--- config.mk ---
export PLATFORM = sky130hd
export DESIGN_NAME = ciw_top
export DESIGN_NICKNAME = d
export VERILOG_FILES = /design/src/hdl/ciw_pkg.sv /design/src/hdl/ciw_id_mem.sv /design/src/hdl/ciw_top.sv
export SDC_FILE = /design/constraint.sdc
export NUM_CORES = 1
export LEC_CHECK = 0
export BUFFER_PORTS_ARGS = -buffer_cell sky130_fd_sc_hd__buf_2
export CAP_MARGIN = 10
export CORE_ASPECT_RATIO = 0.9
export CORE_MARGIN = 4
export CORE_UTILIZATION = 31
export DETAILED_ROUTE_END_ITERATION = 12
export PLACE_DENSITY = 0.45
export SETUP_SLACK_MARGIN = 0.05
export SYNTH_ARGS = -nofsm -noshare
export SYNTH_HDL_FRONTEND = slang
export SYNTH_SLANG_ARGS = --single-unit
export TNS_END_PERCENT = 20
--- constraint.sdc ---
create_clock -name core_clk -period 4.1 [get_ports core_clk]
set_clock_uncertainty 0.1 [all_clocks]
set_input_delay 0.205 -clock core_clk [delete_from_list [all_inputs] [get_ports core_clk]]
set_output_delay 0.205 -clock core_clk [all_outputs]
set_load 0.05 [all_outputs]
--- src/hdl/ciw_pkg.sv ---
package ciw_pkg;
	// Register word addresses (byte address = 4 * index on Avalon)
	localparam logic [5:0] CIW_IDX_CTRL0 = 6'h00; // Wake enable, sleep request
	localparam logic [5:0] CIW_IDX_CTRL1 = 6'h01; // Module enable, wake filter select
	localparam logic [5:0] CIW_IDX_RFLG = 6'h02; // Receive-side sticky flags
	localparam logic [5:0] CIW_IDX_RIER = 6'h03; // Receive-side irq enables
	localparam logic [5:0] CIW_IDX_TFLG = 6'h04; // Transmit-empty flags
	localparam logic [5:0] CIW_IDX_TIER = 6'h05; // Transmit-empty irq enables
	localparam logic [5:0] CIW_IDX_TSCHED = 6'h06; // Write 1 schedules a buffer
	localparam logic [5:0] CIW_IDX_IDBASE = 6'h10; // Identifier bytes: base + 4*buf + byte
	localparam logic [5:0] CIW_IDX_PRIO = 6'h07; // Highest-priority scheduled buffer
	// Field positions
	localparam int CIW_CTRL0_WAKE_EN = 2; // wake_enable
	localparam int CIW_CTRL0_SLEEP = 0; // Sleep request
	localparam int CIW_CTRL1_MOD_EN = 7; // module_enable_bit
	localparam int CIW_CTRL1_WFILT = 2; // wake_filter_select
	localparam int CIW_RF_WAKE = 7; // wake_flag
	localparam int CIW_RF_CSC = 6; // status_change_flag
	localparam int CIW_RF_OVR = 1; // overrun_flag
	localparam int CIW_RF_RXF = 0; // receive_full_flag
	// Reset values
	localparam logic [7:0] CIW_CTRL0_RST = 8'h00;
	localparam logic [7:0] CIW_CTRL1_RST = 8'h00; // Module enable low: disabled
	localparam logic [2:0] CIW_TXE_RST = 3'h7; // All transmit buffers empty
	// Counts
	localparam int CIW_NUM_TX = 3; // Transmit buffers
	localparam int CIW_NUM_BUF = 4; // Three transmit plus one receive
	localparam int CIW_ID_W = 29; // Extended identifier width
	localparam int CIW_FILT_NS = 2000; // Least wake pulse length when filtered
	localparam int CIW_CLK_MHZ = 40;
	localparam int CIW_FILT_CYC = (CIW_FILT_NS * CIW_CLK_MHZ + 999) / 1000;
endpackage : ciw_pkg

--- src/hdl/ciw_id_mem.sv ---
`timescale 1ns/1ps
`default_nettype none
// Identifier byte store, registered read data
module ciw_id_mem #(
	parameter int DEPTH = 16
) (
	input wire logic core_clk, // Clock
	input wire logic we, // Write strobe
	input wire logic [$clog2(DEPTH)-1:0] waddr, // Write address
	input wire logic [7:0] wdata, // Write data
	input wire logic [$clog2(DEPTH)-1:0] raddr, // Read address
	output logic [7:0] rdata // Registered read data
);
	logic [7:0] mem_q [DEPTH]; // Storage; identifiers have no reset value

	// Write port
	always_ff @(posedge core_clk) begin
		if (we) begin
			mem_q[waddr] <= wdata;
		end
	end

	// Read port, one cycle latency
	always_ff @(posedge core_clk) begin
		rdata <= mem_q[raddr];
	end
endmodule : ciw_id_mem
`default_nettype wire

--- src/hdl/ciw_top.sv ---
`timescale 1ns/1ps
`default_nettype none
module ciw_top
	import ciw_pkg::*;
(
	input wire logic core_clk, // 40 MHz clock
	input wire logic reset_n, // Async reset, active low
	input wire logic [7:0] avs_address, // Avalon word address
	input wire logic avs_read, // Avalon read
	input wire logic avs_write, // Avalon write
	input wire logic [31:0] avs_writedata, // Avalon write data
	input wire logic [3:0] avs_byteenable, // Avalon byte enables
	output logic [31:0] avs_readdata, // Avalon read data
	output logic avs_waitrequest, // Avalon wait request
	input wire logic receive_input_line, // CAN receive pin
	input wire logic status_change_evt, // Pulse: bus status changed
	input wire logic overrun_evt, // Pulse: receive overrun
	input wire logic receive_full_evt, // Pulse: frame received
	input wire logic [2:0] tx_done_evt, // Pulse per buffer: frame sent
	input wire logic rx_rtr_in, // Received RTR value
	input wire logic rx_load, // Pulse: store received RTR
	output logic [2:0] tx_sched, // Buffers scheduled
	output logic [1:0] tx_prio_buf, // Best scheduled buffer
	output logic tx_prio_valid, // Any buffer scheduled while clocks run
	output logic tx_rtr, // RTR of best buffer
	output logic can_clk_en, // Module clock gate
	output logic sleeping, // Sleep state
	output logic irq_wake, // Wake interrupt
	output logic irq_error, // Error interrupt
	output logic irq_rx, // Receive interrupt
	output logic irq_tx // Transmit interrupt
);
	// Register state, one flop group per concern
	logic [1:0] rx_sync_q; // Receive pin synchroniser
	logic [7:0] ctrl0_q; // control_reg_zero
	logic [7:0] ctrl1_q; // control_reg_one
	logic [7:0] rflg_q; // Receive flags
	logic [7:0] rier_q; // receive_irq_enable_reg
	logic [2:0] transmit_empty_flags_q; // Transmit-empty flags
	logic [2:0] transmit_empty_irq_enables_q; // transmit_irq_enable_reg
	logic [CIW_ID_W-1:0] ident_q [CIW_NUM_BUF]; // Shadow identifiers for ranking
	logic [CIW_NUM_BUF-1:0] rtr_q; // Shadow RTR bits
	logic [7:0] filt_cnt_q; // Glitch filter counter
	logic rx_prev_q; // Last synchronised receive level
	logic rd_pend_q; // Read answered next cycle
	logic mem_rd_q; // Pending read targets memory
	logic [7:0] rd_reg_q; // Registered register read data
	logic [7:0] mem_rdata; // Memory read data
	logic rtr_sel_q; // Pending read hits an RTR byte
	logic rtr_bit_q; // RTR bit captured for that read
	logic [7:0] id_rdata; // Identifier byte with live RTR bit
	logic acc_wr; // Write accepted
	logic [5:0] widx; // Word index
	logic is_id; // Address hits identifier bytes
	logic wake_evt; // Bus activity seen
	logic [7:0] rd_d; // Register read mux
	logic [1:0] best; // Ranking result
	logic found; // Ranking valid

	// Address decode; upper address bits must be zero for identifier hits and register reads, register writes ignore them
	assign widx = avs_address[5:0];
	assign is_id = (avs_address[7:6] == 2'h0) && (widx >= CIW_IDX_IDBASE)
		&& (widx < CIW_IDX_IDBASE + 6'(4 * CIW_NUM_BUF));
	// Only the low byte lane is decoded; writes with it off are dropped
	assign acc_wr = avs_write && avs_byteenable[0];
	// Reads take two cycles so memory data comes from its register
	assign avs_waitrequest = avs_read && !rd_pend_q;
	// Byte three of a buffer shows the live RTR bit, so a received frame's
	// remote flag is seen even though the receive path never writes memory
	assign id_rdata = {mem_rdata[7:1], rtr_sel_q ? rtr_bit_q : mem_rdata[0]};
	assign avs_readdata = {24'h0, mem_rd_q ? id_rdata : rd_reg_q};

	// Receive pin crossing: second stage is the only reader of the first
	// Reset to recessive so no false edge follows reset
	always_ff @(posedge core_clk or negedge reset_n) begin
		if (!reset_n) begin
			rx_sync_q <= 2'h3;
		end else begin
			rx_sync_q <= {rx_sync_q[0], receive_input_line};
		end
	end

	// Wake detection on a dominant level; filter demands a sustained level
	// Counter saturates so one long dominant level gives a single wake
	always_ff @(posedge core_clk or negedge reset_n) begin
		if (!reset_n) begin
			filt_cnt_q <= 8'h00;
			rx_prev_q <= 1'b1;
		end else if (rx_sync_q[1]) begin
			filt_cnt_q <= 8'h00;
			rx_prev_q <= 1'b1;
		end else begin
			rx_prev_q <= 1'b0;
			if (filt_cnt_q != 8'(CIW_FILT_CYC)) begin
				filt_cnt_q <= filt_cnt_q + 8'h01;
			end
		end
	end
	// Unfiltered: first dominant sample; filtered: pulse reached full length
	assign wake_evt = ctrl1_q[CIW_CTRL1_WFILT] ?
		(filt_cnt_q == 8'(CIW_FILT_CYC - 1) && !rx_sync_q[1]) :
		(rx_prev_q && !rx_sync_q[1]);

	// Control registers; wake clears the sleep request
	// A software write in the same cycle as a wake takes precedence
	always_ff @(posedge core_clk or negedge reset_n) begin
		if (!reset_n) begin
			ctrl0_q <= CIW_CTRL0_RST;
			ctrl1_q <= CIW_CTRL1_RST;
		end else begin
			if (acc_wr && widx == CIW_IDX_CTRL1) begin
				ctrl1_q <= avs_writedata[7:0];
			end
			if (acc_wr && widx == CIW_IDX_CTRL0) begin
				ctrl0_q <= avs_writedata[7:0];
			end else if (sleeping && ctrl0_q[CIW_CTRL0_WAKE_EN] && wake_evt) begin
				ctrl0_q[CIW_CTRL0_SLEEP] <= 1'b0;
			end
		end
	end
	// Clocks run only when enabled and awake; register access never gated
	assign can_clk_en = ctrl1_q[CIW_CTRL1_MOD_EN] && !ctrl0_q[CIW_CTRL0_SLEEP];
	assign sleeping = ctrl0_q[CIW_CTRL0_SLEEP];

	// Receive flags: set wins over write-one-to-clear
	always_ff @(posedge core_clk or negedge reset_n) begin
		if (!reset_n) begin
			rflg_q <= 8'h00;
		end else begin
			logic [7:0] set_v;
			logic [7:0] clr_v;
			set_v = 8'h00;
			clr_v = (acc_wr && widx == CIW_IDX_RFLG) ? avs_writedata[7:0] : 8'h00;
			set_v[CIW_RF_WAKE] = sleeping && ctrl0_q[CIW_CTRL0_WAKE_EN] && wake_evt;
			set_v[CIW_RF_CSC] = status_change_evt && can_clk_en;
			set_v[CIW_RF_OVR] = overrun_evt && can_clk_en;
			set_v[CIW_RF_RXF] = receive_full_evt && can_clk_en;
			rflg_q <= (rflg_q & ~clr_v) | set_v;
		end
	end

	// Enable registers
	always_ff @(posedge core_clk or negedge reset_n) begin
		if (!reset_n) begin
			rier_q <= 8'h00;
			transmit_empty_irq_enables_q <= 3'h0;
		end else begin
			if (acc_wr && widx == CIW_IDX_RIER) begin
				rier_q <= avs_writedata[7:0];
			end
			if (acc_wr && widx == CIW_IDX_TIER) begin
				transmit_empty_irq_enables_q <= avs_writedata[2:0];
			end
		end
	end

	// Transmit-empty flags: scheduling clears, completion sets, completion wins
	// A buffer just sent is empty again even if scheduled in the same cycle
	always_ff @(posedge core_clk or negedge reset_n) begin
		if (!reset_n) begin
			transmit_empty_flags_q <= CIW_TXE_RST;
		end else begin
			logic [2:0] sch_v;
			sch_v = (acc_wr && widx == CIW_IDX_TSCHED) ? avs_writedata[2:0] : 3'h0;
			transmit_empty_flags_q <= (transmit_empty_flags_q & ~sch_v) | tx_done_evt;
		end
	end
	assign tx_sched = ~transmit_empty_flags_q;

	// Shadow identifier and RTR per buffer, filled from byte writes
	// Receive buffer RTR follows the receive path between software writes
	generate
		for (genvar b = 0; b < CIW_NUM_BUF; b++) begin : g_buf
			always_ff @(posedge core_clk or negedge reset_n) begin
				if (!reset_n) begin
					ident_q[b] <= '0;
					rtr_q[b] <= 1'b0;
				end else if (acc_wr && is_id && (widx[3:2] == 2'(b))) begin
					case (widx[1:0])
						2'h0: ident_q[b][28:21] <= avs_writedata[7:0];
						2'h1: begin
							ident_q[b][20:18] <= avs_writedata[7:5];
							ident_q[b][17:15] <= avs_writedata[2:0];
						end
						2'h2: ident_q[b][14:7] <= avs_writedata[7:0];
						2'h3: begin
							ident_q[b][6:0] <= avs_writedata[7:1];
							rtr_q[b] <= avs_writedata[0];
						end
						default: ;
					endcase
				end else if (b == CIW_NUM_BUF - 1 && rx_load) begin
					rtr_q[b] <= rx_rtr_in;
				end
			end
		end
	endgenerate

	// Ranking: smallest identifier wins, lower buffer breaks ties
	// Only the three transmit buffers compete; the receive buffer never sends
	always_comb begin
		best = 2'h0;
		found = 1'b0;
		for (int i = 0; i < CIW_NUM_TX; i++) begin
			if (tx_sched[i] && (!found || ident_q[i] < ident_q[best])) begin
				best = 2'(i);
				found = 1'b1;
			end
		end
	end

	// Ranking result registered; bit 28 is the first arbitration bit out
	// Registered so the long compare chain stays off the outputs
	always_ff @(posedge core_clk or negedge reset_n) begin
		if (!reset_n) begin
			tx_prio_buf <= 2'h0;
			tx_prio_valid <= 1'b0;
			tx_rtr <= 1'b0;
		end else begin
			tx_prio_buf <= best;
			tx_prio_valid <= found && can_clk_en;
			tx_rtr <= rtr_q[best];
		end
	end

	// Register read mux
	always_comb begin
		rd_d = 8'h00;
		case (widx)
			CIW_IDX_CTRL0: rd_d = ctrl0_q;
			CIW_IDX_CTRL1: rd_d = ctrl1_q;
			CIW_IDX_RFLG: rd_d = rflg_q;
			CIW_IDX_RIER: rd_d = rier_q;
			CIW_IDX_TFLG: rd_d = {5'h00, transmit_empty_flags_q};
			CIW_IDX_TIER: rd_d = {5'h00, transmit_empty_irq_enables_q};
			CIW_IDX_PRIO: rd_d = {tx_prio_valid, 5'h00, tx_prio_buf};
			default: rd_d = 8'h00;
		endcase
		if (avs_address[7:6] != 2'h0) begin
			rd_d = 8'h00;
		end
	end

	// Read pipeline: first cycle fetch, second cycle answer
	always_ff @(posedge core_clk or negedge reset_n) begin
		if (!reset_n) begin
			rd_pend_q <= 1'b0;
			mem_rd_q <= 1'b0;
			rd_reg_q <= 8'h00;
			rtr_sel_q <= 1'b0;
			rtr_bit_q <= 1'b0;
		end else begin
			rd_pend_q <= avs_read && !rd_pend_q;
			if (avs_read && !rd_pend_q) begin
				mem_rd_q <= is_id;
				rd_reg_q <= rd_d;
				rtr_sel_q <= is_id && (widx[1:0] == 2'h3);
				rtr_bit_q <= rtr_q[widx[3:2]];
			end
		end
	end

	// Identifier bytes as software sees them
	ciw_id_mem #(
		.DEPTH(16)
	) ciw_id_mem_inst (
		.core_clk(core_clk),
		.we(acc_wr && is_id),
		.waddr(widx[3:0]),
		.wdata(avs_writedata[7:0]),
		.raddr(widx[3:0]),
		.rdata(mem_rdata)
	);

	// Interrupt levels, one per source group
	// One cycle behind the flags, trading latency for glitch-free levels
	always_ff @(posedge core_clk or negedge reset_n) begin
		if (!reset_n) begin
			irq_wake <= 1'b0;
			irq_error <= 1'b0;
			irq_rx <= 1'b0;
			irq_tx <= 1'b0;
		end else begin
			irq_wake <= rflg_q[CIW_RF_WAKE] && rier_q[CIW_RF_WAKE];
			// Wake has its own output, so only status change and overrun count here
			irq_error <= (rflg_q[CIW_RF_CSC] && rier_q[CIW_RF_CSC])
				|| (rflg_q[CIW_RF_OVR] && rier_q[CIW_RF_OVR]);
			irq_rx <= rflg_q[CIW_RF_RXF] && rier_q[CIW_RF_RXF];
			irq_tx <= |(transmit_empty_flags_q & transmit_empty_irq_enables_q);
		end
	end
endmodule : ciw_top
`default_nettype wire

# Yosys cells after proc, flatten, opt, wreduce, memory -nomap -nowiden
# Memory sizes are Yosys's and may differ from the RTL's. A register that Yosys moved wholly into a read port is not among the register bits.
# Index checks and enable logic that the tools add are counted.
# classes
addsub	1
n_mul	0
div	0
magnitude_cmp	7
eq_ne	16
shifts	0
muxes	29
bitwise	9
n_reduce_logical	65
# op_table
op	n
binary-select mux 29 bit (select 2 bit)	1
less-than comparator 29 bit	2
2-to-1 mux 29 bit	2
case mux 8 bit (7 select lines)	1
2-to-1 mux 8 bit	5
AND reduction 2 bit	17
logical AND 1 bit	31
equality test 6 x 3 -> 1 bit, second input constant	4
2-to-1 mux 1 bit	16
equality test 6 x 2 -> 1 bit, second input constant	2
adder 8 x 1 -> 8 bit, second input constant	1
AND 8 bit	1
equality test 2 bit, second input constant	4
equality test 8 x 7 -> 1 bit, second input constant	1
!= test 8 x 7 -> 1 bit, second input constant	1
inverter 8 bit	1
bitwise OR 8 bit	1
nonzero test 2 bit	4
AND 3 bit	2
equality test 6 x 1 -> 1 bit, second input constant	1
greater-or-equal comparator 6 x 5 -> 1 bit, second input constant	1
zero test 2 bit	3
zero test 6 bit	1
less-than comparator 2 x 3 -> 1 bit, second input constant	2
other kinds (13)	22
# totals
reg_bits	189
latchBits	0
ram_bits	128
romBits	0
in_bits	57
out_inout_bits	46
word_cells	170
n_memories	1
# memory_table
name	depth	word_bits	rd	rd_clocked_by_memory_dff	wr	line_no	rtl
ciw_id_mem_inst.mem_q	16	8	1	1	1	ciw_id_mem.sv:14	logic [7:0] mem_q [DEPTH];

# Depth between registers and ports, before layout
# Gate-level depths: netlist of the first run.
# logic_depth
ltp_word	16
mapped_depth	19
ltp_nobuf	17

# Cells and area by module
# Synthesis of the first run repeated with hierarchy kept, for this count alone.
# unflattened
cells_unflattened	930
hier_area_um2	13623.1
# modules_own_cells
module	n_inst	cells_per_inst	area_each_um2	seq_area_each_um2
ciw_top	1	701	8475.6	4011.3
ciw_id_mem	1	229	5147.4	4003.8

# Least setup slack after synthesis of the first run
# No wires, ideal clock.
# synth_path
path_type	flip-flop to flip-flop
startpoint	reg ident_q[78] (netlist bit)
endpoint	reg tx_rtr
setup_time_ns	0.125
arrival_time_ns	3.786
required_ns	3.875
setup_slack_ns	0.089
stages_incl_launch_ff	18
path_buffers	2
period_less_slack_ns	4.011
cell_sequence	dfrtp_1 -> ha_1 -> a21oi_1 -> o21ai_0 -> a22oi_1 -> a41oi_1 -> a21oi_1 -> clkbuf_1 -> buf_2 -> a21oi_1 -> ha_1 -> a21o_1 -> a21o_1 -> a221oi_1 -> o31ai_1 -> o31ai_1 -> o211a_1 -> mux2_2
# synth_via
elab_chain_len	14
elab_cells_between_ends	16
classes_between	order compare: 2; mux: 8; bitwise: 1; reduce/logical: 5
# synth_lines
item	line_no	rtl
start, declared	ciw_top.sv:41	logic [CIW_ID_W-1:0] ident_q [CIW_NUM_BUF];
start signal, assigned by index	ciw_top.sv:180	2'h0: ident_q[b][28:21] <= avs_writedata[7:0];
start signal, assigned by index	ciw_top.sv:182	ident_q[b][20:18] <= avs_writedata[7:5];
start signal, assigned by index	ciw_top.sv:183	ident_q[b][17:15] <= avs_writedata[2:0];
less-than comparator 29 bit	ciw_top.sv:205	if (tx_sched[i] && (!found || ident_q[i] < ident_q[best])) begin
logical OR 1 bit	ciw_top.sv:205	
logical AND 1 bit	ciw_top.sv:205	
2-to-1 mux 1 bit	ciw_top.sv:205	
inverter 1 -> 3 bit (implied by the code)	ciw_top.sv:205	
binary-select mux 29 bit (select 2 bit)	ciw_top.sv:205	
2-to-1 mux 29 bit (implied by the code) (2 in series)	ciw_top.sv:205	
less-than comparator 29 bit	ciw_top.sv:205	
logical OR 1 bit *	ciw_top.sv:205	
logical AND 1 bit *	ciw_top.sv:205	
2-to-1 mux 2 bit *	ciw_top.sv:205	
named net best[1]	ciw_top.sv:57	logic [1:0] best;
binary-select mux 1 bit (select 2 bit) *	ciw_top.sv:222	tx_rtr <= rtr_q[best];
2-to-1 mux 1 bit (implied by the code) *	ciw_top.sv:222	
end signal, assigned	ciw_top.sv:222	
end, declared	ciw_top.sv:25	output logic tx_rtr,
# The timed path passes the listed nets; every way through them passes the cells marked *. The select of a mux whose other input is x is not followed.
# A chain may end at the register's enable or synchronous reset.

# Final worst setup path of the first run
# layout_path
startpoint	reg ident_q[115] (netlist bit)
endpoint	reg tx_rtr
# The elaborated chain is that of the path after synthesis.

==> flow_metrics.tcl, run 1 <==
set metrics [dict create \
    synthFlopType "dfrtp_1" \
    antenna_found_initial 1 \
    synth_area_um2 13500 \
    synth_top_area_cell "dfrtp_1" \
    grt_overflow 0 \
    grt_pass1_wl_um 53400 \
    synth_top_area_share_pct 28.6 \
    crit_path_start_kind "flip-flop" \
    die_h_um 206 \
    place.gp.congestion 0.756 \
    tns_ns -0.120 \
    nNetsFinal 1241 \
    critPathArrivalTime_ns 4.56 \
    stdcell_area_um2 16200 \
    cts_htree_levels 1 \
    grt_start_max_net_pins 92 \
    initial_core_util_pct 31.4 \
    min_path_type "in -> reg" \
    peakVddDrop_uv 279 \
    gr-usage-all-layers_pct 14.7 \
    std_cell_rows 72 \
    vias 8182 \
    p_per_area_nw_per_um2 411 \
    clock-sinks 296 \
    hpwlAfterDp_um 22700 \
    drt_first_pass_iters 4 \
    stdcell_count 1705 \
    relSlewSlack_pct 32.7 \
    synth_most_common_cell "dfrtp_1" \
    avgSynthCellArea_um2 13.7 \
    worstHoldStart "avs_byteenable[0]" \
    wl_per_cell_um 20.2 \
    slew_viol_final 0 \
    ys_top_cells_by_area "dfrtp_1, edfxtp_1, mux2_2" \
    fin_crit_sh_pct 102 \
    die-width_um 228 \
    critPathKind "reg -> reg" \
    critPathCaptureType "flip-flop" \
    crit_path_max_fanout 24 \
    reg2reg_from "ident_q[115]" \
    rsz0062_at_grt "yes" \
    ys_types 61 \
    drtIter0Drc 450 \
    drc_errors 0 \
    port_buffers 51 \
    cts-root-buf "clkbuf_16" \
    synth_edf_count 128 \
    tritoncts "done" \
    io_pins 103 \
    final_hold_viol_count 0 \
    setup.worst_path.start "ident_q[115]" \
    worst_slack_ns -0.0978 \
    status "finished with violations" \
    routed_via_density 4.80 \
    dp.cells 1625 \
    wl_um 34400 \
    coreArea_um2 43000 \
    placed_area_um2 14700 \
    synthCells 988 \
    violations "setup timing" \
    finalSetupViolCount 2 \
    fin_crit_ns 4.20 \
    synth_seq_cells 296 \
    worstMarginPinSlew_ns 1.00 \
    report.power.total_mw 6.64 \
    synth_common_cells "dfrtp_1, edfxtp_1, mux2_2, nand2_1, a21oi_1" \
    fillers 4086 \
    drv_cap 0 \
    clockBufferDepth 3 \
    drive_above_1_share_pct 31.6 \
    area_growth_pct 19.8 \
    die-area_um2 46900 \
    clk_latency_ns 0.58 \
    regArea_um2 8020 \
    synth_warnings 0 \
    path_clk_slew_ns 0.06 \
    power.leakage_nw 7.04 \
    async_flop_share_pct 54.1 \
    cts_inserted_buffers 31 \
    ys_seq_area_share_pct 59.4 \
    fmax_mhz 238 \
    n_antenna_cell 0 \
    worstPathRequired_ns 4.46 \
    final_antenna_net_count 0 \
    multi_input_area_um2 5170 \
    grt_pass1_vias 8605 \
    place_ws_ns -0.312 \
]
==> critical path, stage by stage, from the launching register on <==
cell	delay, ns
dfrtp_1	0.36
inv_1	0.11
ha_4	0.23
nand4_1	0.22
buf_4	0.17
nor2_2	0.04
a22oi_2	0.20
a41oi_2	0.18
a21oi_4	0.26
buf_8	0.23
nor2_1	0.06
a21oi_1	0.13
ha_1	0.28
a211o_1	0.27
a21oi_1	0.19
a41oi_2	0.18
o31ai_1	0.29
o211a_1	0.27
mux2_4	0.31
==> per-layer routing <==
metal / up-vias / wire length, µm / GRT usage [%]
met5: - / 0 / 0
met4: 0 / 597 / 2.60
met3: 43 / 1090 / 2.04
met2: 119 / 16200 / 24.7
met1: 4157 / 16500 / 20.8
li1: 3863 / - / -
==> cells by family (layout without fill, tap and decap cells) <==
| kind of cell | count (synthesis) | count (layout) | share of synthesized area, % |
|---|---|---|---|
| flops | 296 | 296 | 59.4 |
| simple gates | 212 | 212 | 7.69 |
| compound gates | 157 | 157 | 7.08 |
| mux | 145 | 145 | 15.9 |
| buf+inv | 113 | 252 | 4.09 |
| fa+ha+maj | 58 | 58 | 5.38 |
| xor+xnor | 6 | 6 | 0.390 |
| other cells | 1 | 24 | 0.0278 |
==> final timing paths <==
kind,end,cells past startpoint,slack (ns)
setup / recovery,tx_rtr,18,-0.1
hold / removal,transmit_empty_flags_q[1],5,0.05
setup reg to reg,tx_rtr,18,-0.1
hold reg to reg,rx_sync_q[1],0,0.26
max in group asynchronous,ident_q[91],3,2.64
min in group asynchronous,ident_q[81],2,0.16
==> sequential cells by signal (all words and copies together), names as in the netlist, 2 cells and up <==
name,cells
rflg_q,8
filt_cnt_q,8
ciw_id_mem_inst.mem_q,128
tx_prio_buf,2
rd_reg_q,8
rx_sync_q,2
ctrl0_q,8
rtr_q,4
ciw_id_mem_inst.rdata,8
ident_q,87
ctrl1_q,8
transmit_empty_irq_enables_q,3
rier_q,8
transmit_empty_flags_q,3
==> cell usage in the layout (no fill, tap or decap), types with 24 or more instances in the layout <==
cell type  instances
a21oi_1           56
buf_2             49
buf_4             78
clkbuf_16         31
conb_1            24
dfrtp_1          154
edfxtp_1         128
ha_1              54
inv_1             42
mux2_2            94
mux4_2            46
nand2_1           91
nor2_1            50
o21ai_0           41
==> metrics by stage <==
step,hold slack [ns],util [%]
global route,0.0396,37.6
CTS,0.00886,37.5
global placement,0.211,34.3
floorplan,-0.191,-
detailed placement,0.214,34.3
finish,0.0490,37.6
==> final cells by class <==
cell class / count / area share, %
clock buffers: 39 / 5.11
inverters: 45 / 1.05
multi-input cells: 602 / 32.0
well taps: 555 / 4.30
flip-flops and latches: 296 / 49.6
repair buffers: 150 / 6.72
clock inverters: 18 / 1.20
==> timing repair <==
item | 4_1_cts | 5_1_grt
hold endpoints to repair | 103 | 0
resized for setup | 30 | 6
setup buffers | 6 | 0
setup endpoints to repair | 3 | 3
hold buffers | 17 | 0
pin swaps | 24 | 10
==> report_power, final <==
group	leakage, nW	switching (mW)	internal [mW]	total [mW]
logic	3.27	0.332	0.199	0.531
clock network	0.500	1.20	1.67	2.87
registers	3.28	0.0527	3.18	3.24
total	7.04	1.58	5.05	6.64
Power figures use the tool's default switching activity.
==> run 2, diff against run 1 <==
Settings changed: REMOVE_ABC_BUFFERS set to 1.
==> run 2 against run 1 <==
The run still ends with setup timing left. Cell count is 0.41% lower. Sequential power barely moved. Via count increased by 1.1%. Clock power up 9.8%. Worst setup slack got worse by 0.091 ns. Die area is the same. Wire length is 0.80% higher. Largest power group unchanged.
==> flow_metrics.tcl, run 2 (synthesized netlist as in run 1, its figures left out) <==
set metrics [dict create \
    status "finished with violations" \
    violations "setup timing" \
    area_growth_pct 21.3 \
    n_antenna_cell 0 \
    fillers 4065 \
    whs_ns 0.0393 \
    wl_per_cell_um 20.4 \
    drv_cap 0 \
    whs_path_depth 4 \
    fin_util_pct 38.1 \
    setup.worst_path.start "ident_q[80]" \
    worstMarginPinSlew_ns 0.963 \
    reg2reg_from "ident_q[80]" \
    power.leakage_nw 7.08 \
    reg_top3 "ciw_id_mem_inst.mem_q (128), ident_q (87)" \
    worstPathRequired_ns 4.39 \
    antenna_found_initial 2 \
    relSlewSlack_pct 35.6 \
    crit_path_start_kind "flip-flop" \
    nNetsFinal 1233 \
    whs_endpoint "rd_reg_q[2]" \
    cts_htree_levels 2 \
    vias 8268 \
    fmax_mhz 233 \
    report.power.total_mw 6.91 \
    critPathKind "reg -> reg" \
    gr-usage-all-layers_pct 14.9 \
    min_path_type "in -> reg" \
    finalSetupViolCount 2 \
    largest_reg_flops 128 \
    port_buffers 51 \
    drive_above_1_share_pct 34.1 \
    wl_um 34700 \
    io_pins 103 \
    rsz0062_at_grt "yes" \
    worst_r2r_path_depth 19 \
    drtIter0Drc 489 \
    std_cell_rows 72 \
    path_clk_slew_ns 0.06 \
    drt_first_pass_iters 5 \
    tritoncts "done" \
    peakVddDrop_uv 222 \
    final_hold_viol_count 0 \
    grt_start_max_net_pins 88 \
    clk_latency_ns 0.51 \
    drc_errors 0 \
    regToRegSetupSlack_ns -0.19 \
    die-area_um2 46900 \
    slew_viol_final 0 \
    clockBufferDepth 3 \
    grt_pass1_vias 8573 \
    worstHoldStart "avs_address[7]" \
    cts_inserted_buffers 34 \
    die_h_um 206 \
    p_per_area_nw_per_um2 423 \
    place.gp.congestion 0.768 \
    critPathArrivalTime_ns 4.58 \
    fin_crit_ns 4.29 \
    coreArea_um2 43000 \
    fin_crit_sh_pct 105 \
    crit_path_max_fanout 8 \
    r2r-end "tx_rtr" \
    initial_core_util_pct 31.4 \
    grt_pass1_wl_um 53600 \
    final_common_cell "dfrtp_1" \
    final_antenna_net_count 0 \
    worst_slack_ns -0.189 \
    die-width_um 228 \
    hpwlAfterDp_um 22700 \
    grt_overflow 0 \
    critPathCaptureType "flip-flop" \
    routed_via_density 4.87 \
    cts-root-buf "clkbuf_16" \
    clock-sinks 296 \
    mostFrequentLayoutCells "dfrtp_1, edfxtp_1, mux2_2, nand2_1, buf_4" \
    max_flop_register "ciw_id_mem_inst.mem_q" \
]
==> run 2: cell types whose count changed in the layout (fill, tap and decap cells not counted), moves of 3 or more <==
cell	previous run	this run
a21oi_1	56	45
a21oi_2	2	13
buf_4	78	67
buf_6	3	6
clkbuf_16	31	39
clkinv_1	11	2
clkinv_2	4	7
dlygate4sd3_1	17	13
ha_1	54	51
ha_4	4	7
inv_1	42	39
inv_2	1	4
nor2_1	50	45
nor2_4	5	10
==> run 2: metrics by stage <==
| step | std cells | cell area, µm² | worst slack (ns) | setup TNS, ns |
|---|---|---|---|---|
| floorplan | 943 | 13200 | -1.51 | -3.69 |
| CTS | 1695 | 16200 | -0.112 | -0.112 |
| detailed placement | 1616 | 14700 | -0.379 | -0.551 |
| global route | 1698 | 16400 | -0.357 | -0.610 |
| finish | 1698 | 16400 | -0.189 | -0.202 |
| global placement | 1616 | 14700 | -0.266 | -0.266 |
==> run 2: worst max-delay path by stage <==
stage                     endpoint  slack [ns]
final                       tx_rtr       -0.19
after global routing        tx_rtr       -0.36
after CTS                   tx_rtr       -0.11
after detailed placement    tx_rtr       -0.38
after global placement      tx_rtr       -0.27
after floorplan             tx_rtr       -1.51
==> run 2: critical path, cell delays in order, from the launching register on <==
cell	delay, ns
dfrtp_1	0.41
ha_4	0.29
nand4_1	0.18
nor4_2	0.35
buf_4	0.18
nand2_2	0.06
a41oi_2	0.17
buf_4	0.15
a21oi_4	0.07
buf_6	0.18
nor2_1	0.08
a21oi_1	0.05
ha_1	0.31
nand4_1	0.17
nor4_2	0.39
nand2_1	0.19
o31ai_2	0.25
o31ai_1	0.12
o211a_1	0.16
mux2_4	0.31
==> run 2: report_power, final <==
| part | switching, mW | internal, mW | total (mW) |
|---|---|---|---|
| Sequential | 0.0526 | 3.18 | 3.24 |
| Combinational | 0.330 | 0.196 | 0.526 |
| Clock | 1.22 | 1.93 | 3.15 |
| Total | 1.61 | 5.31 | 6.91 |
==> run 2: metal layers <==
layer	part of all wire (%)	GRT usage (%)	up-vias
li1	-	-	3855
met1	46	20.7	4221
met2	48	24.7	146
met3	4.2	3.10	44
met4	1.5	2.93	2
met5	0.049	0	-
==> run 2: timing repair <==
item                                   4_1_cts  5_1_grt
resized for setup                           24       38
endpoints found under the hold margin       92        0
pin swaps                                   21       25
setup endpoints to repair                    3        3
buffers inserted                             4        2
hold buffers                                13        0
gates cloned                                 1        1
==> run 2: final cells by class <==
class / count / area [µm²] / share of cell area (%)
flip-flops and latches: 296 / 8020 / 49.0
well taps: 555 / 694 / 4.25
clock buffers: 49 / 1020 / 6.25
inverters: 45 / 169 / 1.03
multi-input cells: 602 / 5280 / 32.3
clock inverters: 12 / 140 / 0.857
repair buffers: 139 / 1030 / 6.30
==> run 3, diff against run 2 <==
Settings changed: CTS_BUF_LIST set to sky130_fd_sc_hd__clkbuf_4.
==> run 3 against run 2 <==
The run still ends with setup timing left. Sequential share of layout area down 0.071 points. Via count up 3.4%. Highest routed layer is now met4. Largest power group unchanged. First-iteration DRC count down 13%. Utilization up 0.055 points. Register-to-register slack better by 0.07 ns. Global-route usage up 0.43 points. Fmax up 1.7%. Hold slack better by 0.10 ns.
==> flow_metrics.tcl, run 3 (synthesized netlist as in run 1, its figures left out) <==
set metrics [dict create \
    status "finished with violations" \
    violations "setup timing" \
    path_clk_slew_ns 0.06 \
    gr-usage-all-layers_pct 15.4 \
    largest_reg_flops 128 \
    mostFrequentLayoutCells "dfrtp_1, edfxtp_1, clkbuf_4, mux2_2, nand2_1" \
    final_antenna_net_count 0 \
    critPathCaptureType "flip-flop" \
    fin_crit_ns 4.22 \
    setup.worst_path.start "ident_q[80]" \
    die-width_um 228 \
    final_hold_viol_count 0 \
    tns_ns -0.115 \
    cts_htree_levels 3 \
    drc_errors 0 \
    place.gp.congestion 0.768 \
    die_h_um 206 \
    p_per_area_nw_per_um2 395 \
    clockBufferDepth 3 \
    cp_slowest_cell "dfrtp_1" \
    clk_latency_ns 0.74 \
    grt_use_met1_pct 20.6 \
    drv_cap 0 \
    cts-root-buf "clkbuf_4" \
    critPathKind "reg -> reg" \
    relSlewSlack_pct 35.1 \
    crit_path_start_kind "flip-flop" \
    reg2reg_from "ident_q[80]" \
    drtIter0Drc 425 \
    finalSetupViolCount 1 \
    critPathBufInv 4 \
    coreArea_um2 43000 \
    peakVddDrop_uv 193 \
    critPathMaxStageDelay_ns 0.41 \
    nNetsFinal 1305 \
    fillers 4139 \
    fin_crit_sh_pct 103 \
    met2_usage_pct 25.1 \
    wl_um 35300 \
    grt_pass1_wl_um 54900 \
    fmax_mhz 237 \
    drt_first_pass_iters 4 \
    drive_above_1_share_pct 35.6 \
    worstSetupEndpoint "tx_rtr" \
    cts_inserted_buffers 81 \
    final_common_cell "dfrtp_1" \
    area_growth_pct 21.4 \
    worstPathRequired_ns 4.61 \
    io_pins 103 \
    antenna_found_initial 3 \
    worst_slack_ns -0.115 \
    fin_util_pct 38.1 \
    gr-usage-met3_pct 4.08 \
    critPathTopFamily "compound AO/OA/AOI/OAI gates" \
    die-area_um2 46900 \
    r2r-end "tx_rtr" \
    port_buffers 51 \
    grt_start_max_net_pins 53 \
    rsz0062_at_grt "yes" \
    worst_r2r_path_depth 18 \
    vias 8553 \
    regToRegSetupSlack_ns -0.12 \
    critPathArrivalTime_ns 4.72 \
    top_usage_layer "met2" \
    min_path_type "in -> reg" \
    max_flop_register "ciw_id_mem_inst.mem_q" \
    crit_top_cell "buf_4" \
    hpwlAfterDp_um 22700 \
    wl_per_cell_um 19.5 \
    clock-sinks 296 \
    std_cell_rows 72 \
    initial_core_util_pct 31.4 \
    power.leakage_nw 7.26 \
    crit_path_max_fanout 7 \
    path_depth 18 \
    worstMarginPinSlew_ns 0.970 \
    routed_via_density 4.73 \
    cp_cell_sequence "ha_4 -> nand4_1 -> nor4_2 -> buf_4 -> nand2_2 -> a41oi_2 -> buf_4 -> a21oi_4 -> buf_6 -> buf_4 -> a21oi_1 -> ha_1 -> a211o_1 -> a21oi_2 -> a41oi_2 -> o31ai_1 -> o211a_1 -> mux2_4" \
    tritoncts "done" \
    grt_overflow 0 \
    grt_pass1_vias 8982 \
    slew_viol_final 0 \
    reg_top3 "ciw_id_mem_inst.mem_q (128), ident_q (87)" \
]
## run 3: cell count changes in the layout (fill, tap and decap cells not counted), moves of 4 or more
| cell | before | now |
|---|---|---|
| nor2_4 | 10 | 5 |
| clkinv_2 | 7 | 0 |
| clkbuf_16 | 39 | 0 |
| ha_4 | 7 | 2 |
| inv_1 | 39 | 43 |
| clkbuf_1 | 8 | 0 |
| a21oi_1 | 45 | 53 |
| clkinv_1 | 2 | 17 |
| dlygate4sd3_1 | 13 | 40 |
| clkbuf_4 | 0 | 125 |
| ha_1 | 51 | 56 |
| a21oi_2 | 13 | 5 |
## run 3: power breakdown
part / leakage [nW] / internal (mW) / switching (mW)
logic: 3.36 / 0.208 / 0.333
clock network: 0.621 / 1.45 / 1.24
registers: 3.28 / 3.18 / 0.0510
total: 7.26 / 4.84 / 1.63
## run 3: worst min-delay path by stage
| stage | endpoint | from | slack, ns | depth (start not counted) |
|---|---|---|---|---|
| 5_1_grt | rflg_q[1] | overrun_evt | 0.10 | 3 |
| 4_1_cts | rflg_q[0] | receive_full_evt | 0.07 | 3 |
| 3_3_place_gp | rx_sync_q[0] | receive_input_line | 0.21 | 1 |
| 2_1_floorplan | ctrl0_q[0] | reset_n | -0.19 | 0 |
| 6_report | rflg_q[0] | receive_full_evt | 0.14 | 3 |
| 3_5_place_dp | rx_sync_q[0] | receive_input_line | 0.21 | 1 |
## run 3: what timing repair did
action,in CTS,in global routing
endpoints found under the hold margin,258,0
setup endpoints to repair,3,3
gates cloned,1,0
hold buffers,41,0
setup buffers,4,0
gates resized for setup,29,8
pin swaps,20,7
## run 3: metrics by stage
| stage | area (µm²) | power (mW) | setup WS (ns) | hold slack [ns] | std cells |
|---|---|---|---|---|---|
| finish | 16400 | 6.46 | -0.115 | 0.141 | 1808 |
| floorplan | 13200 | 3.56 | -1.51 | -0.191 | 943 |
| CTS | 16300 | 6.59 | -0.125 | 0.0697 | 1806 |
| detailed placement | 14700 | 3.80 | -0.379 | 0.211 | 1616 |
| global placement | 14700 | 3.80 | -0.266 | 0.210 | 1616 |
| global route | 16400 | 6.82 | -0.330 | 0.104 | 1807 |
## run 3: metal layers
| layer | vias to the layer above | share of wire, % |
|---|---|---|
| li1 | 4049 | - |
| met3 | 60 | 4.7 |
| met4 | 0 | 1.7 |
| met2 | 168 | 47 |
| met1 | 4276 | 46 |
| met5 | - | 0 |
## run 3: area by class of cell
cell class	instances	area [µm²]	share of cell area [%]
antenna	2	5.00	0.0306
clock buffer	125	938	5.73
clock inverter	19	106	0.649
inverter	45	169	1.03
multi-input combinational	602	5170	31.6
sequential	296	8020	48.9
tap	555	694	4.24
timing repair buffer	164	1280	7.82
## run 3: tightest hold or removal path, stage by stage
cell,delay (ns)
dlygate4sd3_1,0.52
buf_2,0.10
a22o_1,0.12
